--- src/core/gport_pkg.sv ---
// Shared constants and types for the graphics port request and flow control master
package gport_pkg;

  // Command code and all-on byte-enable value on the byte-enable lines
  localparam logic [3:0] CMD_DAC         = 4'hd;
  localparam logic [3:0] BE_ALL_ON       = 4'h0;

  // Grant status codes seen with the bus grant
  localparam logic [2:0] ST_LP_READ      = 3'h0;
  localparam logic [2:0] ST_HP_READ      = 3'h1;
  localparam logic [2:0] ST_LP_WRITE     = 3'h2;
  localparam logic [2:0] ST_HP_WRITE     = 3'h3;
  localparam logic [2:0] ST_START_REQ    = 3'h7;

  // Flow control block: four clocks, throttle only on its last beat
  localparam logic [1:0] BLOCK_LAST      = 2'h3;

  // Request slots the master itself can track
  localparam logic [7:0] MASTER_CAPACITY = 8'h10;

  // Register offsets
  localparam logic [7:0] REG_COMMAND     = 8'h00;
  localparam logic [7:0] REG_STATUS      = 8'h04;

  // Command register fields and reset value
  localparam int         ADDR64_EN_BIT   = 5;
  localparam int         DEPTH_LSB       = 24;
  localparam logic [7:0] DEPTH_RESET     = 8'h00;

  // Status register fields
  localparam int         STAT_CAP_LSB    = 8;
  localparam int         STAT_TRUNC_BIT  = 16;
  localparam int         STAT_ENQ_BIT    = 17;
  localparam int         STAT_DATA_BIT   = 18;

  typedef enum logic [2:0] {
    E_IDLE = 3'b000,
    E_ARB  = 3'b001,
    E_SEND = 3'b010,
    E_HI   = 3'b011,
    E_TAIL = 3'b100
  } enq_state_t;

  typedef enum logic [1:0] {
    D_IDLE = 2'b00,
    D_ANN  = 2'b01,
    D_XFER = 2'b10,
    D_GAP  = 2'b11
  } data_state_t;

endpackage

--- src/core/gport_master.sv ---
// Graphics port master: pipelined request enqueue on AD, slot counting, data flow control

`timescale 1ns/1ns
`default_nettype none

module gport_master (
  // Clock and reset
  input  wire logic        sys_clk,
  input  wire logic        rst_n,
  // Register port
  input  wire logic [7:0]  reg_addr,
  input  wire logic [31:0] reg_wdata,
  input  wire logic        reg_we,
  input  wire logic        reg_re,
  output logic      [31:0] reg_rdata,
  // Request source
  input  wire logic        req_valid,
  output logic             req_ready,
  input  wire logic [63:0] req_addr,
  input  wire logic [2:0]  req_len,
  input  wire logic [3:0]  req_cmd,
  input  wire logic        req_last,
  // Data side
  input  wire logic [5:0]  xfer_clocks,
  input  wire logic [31:0] wr_data,
  input  wire logic        wr_data_ready,
  output logic             wr_data_take,
  output logic      [31:0] rd_data,
  output logic             rd_valid,
  input  wire logic        rd_stall,
  input  wire logic        rd_buf_full,
  input  wire logic        wr_buf_full,
  // Port pins
  output logic             bus_req_n,
  output logic             pipe_n,
  input  wire logic        gnt_n,
  input  wire logic [2:0]  grant_status_code,
  input  wire logic [31:0] ad_i,
  output logic      [31:0] ad_o,
  output logic             ad_oe_n,
  output logic      [3:0]  cbe_o,
  output logic             cbe_oe_n,
  output logic             irdy_n,
  input  wire logic        trdy_n,
  output logic             read_buffer_full_n,
  output logic             write_buffer_full_n
);
  function automatic logic is_data_code(input logic [2:0] st);
    is_data_code = (st == gport_pkg::ST_LP_READ) || (st == gport_pkg::ST_HP_READ) ||
                   (st == gport_pkg::ST_LP_WRITE) || (st == gport_pkg::ST_HP_WRITE);
  endfunction
  function automatic logic is_write_code(input logic [2:0] st);
    is_write_code = (st == gport_pkg::ST_LP_WRITE) || (st == gport_pkg::ST_HP_WRITE);
  endfunction

  gport_pkg::enq_state_t  estate_q;
  gport_pkg::data_state_t dstate_q;
  logic        addr64_en_q;
  logic [7:0]  depth_q;
  logic        trunc_q;
  logic [7:0]  cnt_q;
  logic [7:0]  limit;
  logic        egrant, dgrant, take, free, use_dac, last_req, trunc_evt;
  logic        pipe_n_q, bus_req_n_q, ad_oe_n_q, cbe_oe_n_q;
  logic [31:0] ad_q, hi_addr_q, rdata_q, rd_data_q;
  logic [3:0]  cbe_q, hi_cmd_q;
  logic        hi_last_q, rd_valid_q, rbf_n_q, wbf_n_q;
  logic        is_write_q, is_lp_read_q, first_q, waited_q;
  logic [5:0]  rem_q;
  logic [1:0]  blk_q;
  logic        beat, last_beat, wr_load, to_gap, ann_go;
  // Capacity cap keeps a generous software depth from overrunning our own tracking
  assign limit     = (depth_q > gport_pkg::MASTER_CAPACITY) ?
                     gport_pkg::MASTER_CAPACITY : depth_q;
  assign egrant    = !gnt_n && (grant_status_code == gport_pkg::ST_START_REQ);
  assign dgrant    = !gnt_n && is_data_code(grant_status_code) && (dstate_q == gport_pkg::D_IDLE);
  assign req_ready = ((estate_q == gport_pkg::E_ARB) && egrant) ||
                     (estate_q == gport_pkg::E_SEND);
  assign take      = req_valid && req_ready;
  assign use_dac   = addr64_en_q && (req_addr[63:32] != 32'h0);
  assign trunc_evt = take && !addr64_en_q && (req_addr[63:32] != 32'h0);
  // Closing early when the next slot would hit the limit keeps the queue from overflowing
  assign last_req  = req_last || ((cnt_q + 8'h1) >= limit);
  always_ff @(posedge sys_clk) begin
    if (!rst_n) begin
      estate_q    <= gport_pkg::E_IDLE;
      pipe_n_q    <= 1'b1;
      bus_req_n_q <= 1'b1;
      hi_addr_q   <= 32'h0;
      hi_cmd_q    <= 4'h0;
      hi_last_q   <= 1'b0;
    end else begin
      case (estate_q)
        gport_pkg::E_IDLE: begin
          if (req_valid && (cnt_q < limit)) begin
            estate_q    <= gport_pkg::E_ARB;
            bus_req_n_q <= 1'b0;
          end
        end
        gport_pkg::E_ARB, gport_pkg::E_SEND: begin
          if (take) begin
            pipe_n_q    <= 1'b0;
            bus_req_n_q <= last_req && !use_dac;
            hi_addr_q   <= req_addr[63:32];
            hi_cmd_q    <= req_cmd;
            hi_last_q   <= last_req;
            if (use_dac) begin
              estate_q <= gport_pkg::E_HI;
            end else if (last_req) begin
              estate_q <= gport_pkg::E_TAIL;
            end else begin
              estate_q <= gport_pkg::E_SEND;
            end
          end
        end
        gport_pkg::E_HI: begin
          bus_req_n_q <= hi_last_q;
          estate_q    <= hi_last_q ? gport_pkg::E_TAIL : gport_pkg::E_SEND;
        end
        gport_pkg::E_TAIL: begin
          pipe_n_q <= 1'b1;
          estate_q <= gport_pkg::E_IDLE;
        end
        default: estate_q <= gport_pkg::E_IDLE;
      endcase
    end
  end
  always_ff @(posedge sys_clk) begin
    if (!rst_n) begin
      ad_q       <= 32'h0;
      cbe_q      <= 4'h0;
      ad_oe_n_q  <= 1'b1;
      cbe_oe_n_q <= 1'b1;
    end else if (take) begin
      ad_q       <= {req_addr[31:3], req_len};
      cbe_q      <= use_dac ? gport_pkg::CMD_DAC : req_cmd;
      ad_oe_n_q  <= 1'b0;
      cbe_oe_n_q <= 1'b0;
    end else if (estate_q == gport_pkg::E_HI) begin
      ad_q  <= hi_addr_q;
      cbe_q <= hi_cmd_q;
    end else if (estate_q == gport_pkg::E_TAIL) begin
      ad_oe_n_q  <= 1'b1;
      cbe_oe_n_q <= 1'b1;
    end else if (wr_load) begin
      ad_q       <= wr_data;
      cbe_q      <= gport_pkg::BE_ALL_ON;
      ad_oe_n_q  <= 1'b0;
      cbe_oe_n_q <= 1'b0;
    end else if (last_beat && is_write_q) begin
      ad_oe_n_q  <= 1'b1;
      cbe_oe_n_q <= 1'b1;
    end
  end
  always_ff @(posedge sys_clk) begin
    if (!rst_n) begin
      cnt_q <= 8'h0;
    end else begin
      case ({take, free})
        2'b10:   cnt_q <= cnt_q + 8'h1;
        2'b01:   cnt_q <= cnt_q - 8'h1;
        default: cnt_q <= cnt_q;
      endcase
    end
  end
  assign beat      = (dstate_q == gport_pkg::D_XFER) && !trdy_n;
  assign last_beat = beat && (rem_q == 6'h1);
  // Only low priority reads may pause, and only after the fourth beat of a block
  assign to_gap    = beat && !last_beat && (blk_q == gport_pkg::BLOCK_LAST) &&
                     is_lp_read_q && rd_stall;
  assign ann_go    = !is_write_q || wr_data_ready || waited_q;
  assign wr_load   = is_write_q && (((dstate_q == gport_pkg::D_ANN) && ann_go) ||
                     (beat && !last_beat));
  // Each granted data transfer frees one request slot on its first data beat
  assign free      = beat && first_q;

  always_ff @(posedge sys_clk) begin
    if (!rst_n) begin
      dstate_q     <= gport_pkg::D_IDLE;
      is_write_q   <= 1'b0;
      is_lp_read_q <= 1'b0;
      first_q      <= 1'b0;
      waited_q     <= 1'b0;
      rem_q        <= 6'h0;
      blk_q        <= 2'h0;
    end else begin
      case (dstate_q)
        gport_pkg::D_IDLE: begin
          if (dgrant) begin
            dstate_q     <= gport_pkg::D_ANN;
            is_write_q   <= is_write_code(grant_status_code);
            is_lp_read_q <= (grant_status_code == gport_pkg::ST_LP_READ);
            first_q      <= 1'b1;
            waited_q     <= 1'b0;
            rem_q        <= (xfer_clocks == 6'h0) ? 6'h1 : xfer_clocks;
            blk_q        <= 2'h0;
          end
        end
        gport_pkg::D_ANN: begin
          if (ann_go) begin
            dstate_q <= gport_pkg::D_XFER;
          end else begin
            waited_q <= 1'b1;
          end
        end
        gport_pkg::D_XFER: begin
          if (beat) begin
            first_q <= 1'b0;
            rem_q   <= rem_q - 6'h1;
            blk_q   <= blk_q + 2'h1;
            if (last_beat) begin
              dstate_q <= gport_pkg::D_IDLE;
            end else if (to_gap) begin
              dstate_q <= gport_pkg::D_GAP;
            end
          end
        end
        gport_pkg::D_GAP: begin
          if (!rd_stall) begin
            dstate_q <= gport_pkg::D_XFER;
          end
        end
        default: dstate_q <= gport_pkg::D_IDLE;
      endcase
    end
  end

  always_ff @(posedge sys_clk) begin
    if (!rst_n) begin
      rd_data_q  <= 32'h0;
      rd_valid_q <= 1'b0;
    end else begin
      rd_valid_q <= beat && !is_write_q;
      if (beat && !is_write_q) begin
        rd_data_q <= ad_i;
      end
    end
  end

  // Buffer-full levels are registered so the arbiter sees clean pin timing
  always_ff @(posedge sys_clk) begin
    if (!rst_n) begin
      rbf_n_q <= 1'b1;
      wbf_n_q <= 1'b1;
    end else begin
      rbf_n_q <= !rd_buf_full;
      wbf_n_q <= !wr_buf_full;
    end
  end
  always_ff @(posedge sys_clk) begin
    if (!rst_n) begin
      addr64_en_q <= 1'b0;
      depth_q     <= gport_pkg::DEPTH_RESET;
    end else if (reg_we && (reg_addr == gport_pkg::REG_COMMAND)) begin
      addr64_en_q <= reg_wdata[gport_pkg::ADDR64_EN_BIT];
      depth_q     <= reg_wdata[gport_pkg::DEPTH_LSB +: 8];
    end
  end

  // A new truncation in the clearing cycle wins over the clear
  always_ff @(posedge sys_clk) begin
    if (!rst_n) begin
      trunc_q <= 1'b0;
    end else if (trunc_evt) begin
      trunc_q <= 1'b1;
    end else if (reg_we && (reg_addr == gport_pkg::REG_STATUS) &&
                 reg_wdata[gport_pkg::STAT_TRUNC_BIT]) begin
      trunc_q <= 1'b0;
    end
  end

  always_ff @(posedge sys_clk) begin
    if (!rst_n) begin
      rdata_q <= 32'h0;
    end else if (reg_re) begin
      rdata_q <= 32'h0;
      case (reg_addr)
        gport_pkg::REG_COMMAND: begin
          rdata_q[gport_pkg::ADDR64_EN_BIT]   <= addr64_en_q;
          rdata_q[gport_pkg::DEPTH_LSB +: 8]  <= depth_q;
        end
        gport_pkg::REG_STATUS: begin
          rdata_q[7:0]                        <= cnt_q;
          rdata_q[gport_pkg::STAT_CAP_LSB +: 8] <= gport_pkg::MASTER_CAPACITY;
          rdata_q[gport_pkg::STAT_TRUNC_BIT]  <= trunc_q;
          rdata_q[gport_pkg::STAT_ENQ_BIT]    <= (estate_q != gport_pkg::E_IDLE);
          rdata_q[gport_pkg::STAT_DATA_BIT]   <= (dstate_q != gport_pkg::D_IDLE);
        end
        default: rdata_q <= 32'h0;
      endcase
    end
  end

  assign reg_rdata           = rdata_q;
  assign bus_req_n           = bus_req_n_q;
  assign pipe_n              = pipe_n_q;
  assign ad_o                = ad_q;
  assign ad_oe_n             = ad_oe_n_q;
  assign cbe_o               = cbe_q;
  assign cbe_oe_n            = cbe_oe_n_q;
  assign irdy_n              = (dstate_q != gport_pkg::D_XFER);
  assign wr_data_take        = wr_load;
  assign rd_data             = rd_data_q;
  assign rd_valid            = rd_valid_q;
  assign read_buffer_full_n  = rbf_n_q;
  assign write_buffer_full_n = wbf_n_q;
endmodule // gport_master

`default_nettype wire

--- config.mk ---
export PLATFORM = sky130hd
export DESIGN_NAME = gport_master
export DESIGN_NICKNAME = d
export VERILOG_FILES = /design/src/core/gport_pkg.sv /design/src/core/gport_master.sv
export SDC_FILE = /design/constraint.sdc
export NUM_CORES = 1
export LEC_CHECK = 0
export ABC_CLOCK_PERIOD_IN_PS = 3900
export BUFFER_PORTS_ARGS = -buffer_cell sky130_fd_sc_hd__buf_2
export CORE_MARGIN = 4
export CORE_UTILIZATION = 24
export DETAILED_ROUTE_END_ITERATION = 8
export PLACE_DENSITY_LB_ADDON = 0.2
export SLEW_MARGIN = 20
export SYNTH_ARGS = -nofsm -noshare
export SYNTH_HDL_FRONTEND = slang
export SYNTH_SLANG_ARGS = --single-unit
export TNS_END_PERCENT = 50
--- constraint.sdc ---
create_clock -name sys_clk -period 3.9 [get_ports sys_clk]
set_input_delay 0.39 -clock sys_clk [delete_from_list [all_inputs] [get_ports sys_clk]]
set_output_delay 0.39 -clock sys_clk [all_outputs]
set_load 0.02 [all_outputs]
==> results by group <==
Critical path
  • Worst R2R Setup Slack: 970 ps
  • Nature of the critical path endpoint: register
  • Cell breakdown of the critical path: nor2b_1 > buf_4 > inv_4 > nor2_4 > and2_1 > ha_1 > inv_2 > or4_1 > nor3_1 > nor2_1 > or3_1 > a21oi_1
  • Kind of cell adding the most delay to the critical path: simple AND/OR/NAND/NOR gates
  • Master of the slowest instance on the critical path: sky130_fd_sc_hd__dfxtp_1
  • Required arrival time at the worst endpoint: 4270 ps
  • CP peak stage delay: 510 ps
  • Critical path fanouts, max: 10
  • Startpoint-to-endpoint class of the critical path: reg2reg
  • Startpoint kind of the worst setup timing path: register
  • CP arrival: 3300 ps
  • Combined buffer and inverter count along the critical path: 3

Placement
  • Count of input and output buffers: 268
  • Placer's final routability congestion estimate: 0.794
  • Placed cell count: 1550
  • Detailed Place HPWL: 17700 um

GRT
  • Antenna violations before repair: 3
  • Vias in the first global route: 6974
  • First-pass GRT wire length: 38400 um
  • Largest net degree at the start of global routing: 80
  • Global router's overall resource usage: 14.0%
  • Total congestion overflow: 0
  • GRT busiest layer: met2
  • Fraction of met1 tracks used by global routing: 19.3%
  • Routing usage on met2: 21.5%
  • GR Layer Usage met3: 3.85%

Floorplanning
  • Area of the placeable core: 30800 sq um
  • Width of the die: 185 um
  • Number of I/O pins: 306
  • Die height: 185 um
  • Count of standard-cell rows: 64
  • Die area: 34400 sq um
  • Effective utilization at floorplan: 24.5%

Layout
  • Number of non-filler instances in the completed layout: 1584
  • Share of post-route cells with drive strength above 1: 27.7%
  • Fillcell total: 3371
  • Layout Nets: 1391
  • Relative area change from synthesis to final layout: 29.2%
  • Final core utilization: 31.7%
  • Area of the multi-input gates: 3850 sq um
  • Register Area: 3320 sq um

Timing
  • RSZ-0062 raised after global routing: no
  • Min Tclk post-route: 2930 ps
  • Highest achievable clock rate: 341 MHz
  • Worst-case hold slack: 118 ps
  • Final Max Tran Viols: 0
  • Summed negative setup slack over all endpoints: 0 ps
  • Final clock period utilization by the worst path: 75.1%
  • Clk_skew: 14.3 ps
  • Final hold violation count: 0
  • Relative slew slack: 26.9%
  • Slew @ Worst Pin: 1100 ps
  • Final setup violating endpoints: 0

CTS
  • Worst-path clk slew: 80 ps
  • H-tree depth reported by CTS: 4
  • Clock buffer count from CTS: 17
  • Clk Tree Root Cell: sky130_fd_sc_hd__clkbuf_16
  • Count of buffers added by post-CTS timing repair for setup: 0
  • Sink Count: 166
  • Buffers from clock root to sink, at most: 2
  • Number of hold-repair buffers added at the cts stage: 0
  • CTS tree: built
  • Resized cells post-CTS: 0
  • Insertion delay of the later-clocked pin in the worst-skew pair: 430 ps

Drt
  • Initial DRT Pass Iterations: 6
  • Mean routed wirelength per cell: 15.9 um
  • Remaining antenna violation count after routing: 0
  • Number of remaining DRC errors: 0
  • Via total after detailed routing: 7474
  • Via density: 4.72
  • DRT iter0 DRCs: 527
  • Total routed wirelength: 25100 um

Logic synthesis
  • Number of register bits inferred by synthesis: 166
  • Gate count after technology mapping: 939
  • Distinct cell type count after synthesis: 62
  • Post-synth EDFFs: 0
  • Synth area leaders: sky130_fd_sc_hd__dfxtp_1 44%, sky130_fd_sc_hd__a21oi_1 11%, sky130_fd_sc_hd__nand2_1 10%, sky130_fd_sc_hd__a222oi_1 4.2%, sky130_fd_sc_hd__ha_1 3.6%
  • Most numerous cell in the Yosys netlist: sky130_fd_sc_hd__nand2_1
  • Register area share after synthesis: 44.0%
  • Mean instance size in the synthesized netlist: 8.05 sq um
  • Post-Syn Area: 7560 sq um
  • Leading cell types by count after synthesis: 210 x sky130_fd_sc_hd__nand2_1, 166 x sky130_fd_sc_hd__dfxtp_1, 160 x sky130_fd_sc_hd__a21oi_1
  • Yosys Warn Count: 0
  • Area leader, netlist: sky130_fd_sc_hd__dfxtp_1
  • Area share of the leading cell type in the synthesized netlist: 44.0%
  • Commonest register cell after synthesis: sky130_fd_sc_hd__dfxtp_1
  • Fraction of synthesis flops using an asynchronous set or reset pin: 0%

Hold path
  • Kind of path behind the tightest hold check: in2reg

Power and ir drop
  • Leakage: 3.92 nW
  • VDD IR max: 0.000268 V
  • Post-layout power: 4.33 mW
  • Pwr per Cell Area: 444 nW/um^2

Status
  • Outcome: finished clean

Job
  • Number of max-cap violations: 0
## final timing paths
check | start | end | depth (start not counted)
worst max-delay path | dstate_q[1] | cnt_q[5] | 12
worst min-delay path | rd_buf_full | read_buffer_full_n | 2
worst max register to register | dstate_q[1] | cnt_q[5] | 12
worst min register to register | ad_o[27] | ad_o[27] | 2
## placed cells by master (no fill, tap or decap), types with 6 or more instances in the layout
cell                        count
sky130_fd_sc_hd__a21oi_1      160
sky130_fd_sc_hd__o21ai_0        7
sky130_fd_sc_hd__a211oi_1       6
sky130_fd_sc_hd__a222oi_1      32
sky130_fd_sc_hd__nand2b_1      23
sky130_fd_sc_hd__buf_4         12
sky130_fd_sc_hd__inv_1          8
sky130_fd_sc_hd__nor3_1         9
sky130_fd_sc_hd__or2_1         32
sky130_fd_sc_hd__buf_2        268
sky130_fd_sc_hd__nor2_1        38
sky130_fd_sc_hd__ha_1          22
sky130_fd_sc_hd__or3_1          7
sky130_fd_sc_hd__conb_1        18
sky130_fd_sc_hd__nand2_1      210
sky130_fd_sc_hd__clkbuf_16     17
sky130_fd_sc_hd__nand3_1       33
sky130_fd_sc_hd__dfxtp_1      166
sky130_fd_sc_hd__nor4_1        14
## layer usage
layer	vias to the layer above	routed length [um]	share of wire, %
met1	3461	11400	45
met4	4	381	1.5
met3	25	2030	8.1
met2	263	11200	45
met5	-	34	0.14
li1	3721	-	-
## per-stage QoR
| step | setup slack [ps] | area, sq um |
|---|---|---|
| 5_1_grt | 681 | 9760 |
| 2_1_floorplan | 1190 | 7620 |
| 3_3_place_gp | 988 | 9170 |
| 4_1_cts | 961 | 9760 |
| 6_report | 969 | 9770 |
| 3_5_place_dp | 986 | 9170 |
## report_power, final
group	total [mW]	internal (mW)	switching [mW]
clock	1.72	0.968	0.749
combinational	0.742	0.292	0.450
sequential	1.87	1.79	0.0873
total	4.33	3.05	1.29
## layout make-up
| class | instances | area share (%) |
|---|---|---|
| clock buffers | 19 | 4.54 |
| well taps | 396 | 5.07 |
| diodes | 2 | 0.0512 |
| clock inverters | 13 | 1.50 |
| repair buffers | 281 | 14.9 |
| inverters | 13 | 0.551 |
| flip-flops and latches | 166 | 34.0 |
| multi-input cells | 694 | 39.4 |
## registers in the layout (all words and copies together), names as in the netlist, 3 cells and up
name       count
estate_q       3
ad_o          32
reg_rdata     20
cnt_q          8
cbe_o          4
hi_addr_q     32
hi_cmd_q       4
depth_q        8
rd_data       32
rem_q          6
## cell families (layout without fill, tap and decap cells)
logic type	Yosys count	count (layout)	share of synthesized area (%)
and+or+nand+nor	400	400	24.6
AOI/OAI and AO/OA	242	242	20.1
DFF	166	166	44.0
buffers and inverters	95	326	6.06
adders and majority gates	23	23	3.77
xor gates and xnor gates	9	9	1.04
other	2	20	0.0994
muxes	2	2	0.265
Note: power is estimated with default switching activity, not from simulation.
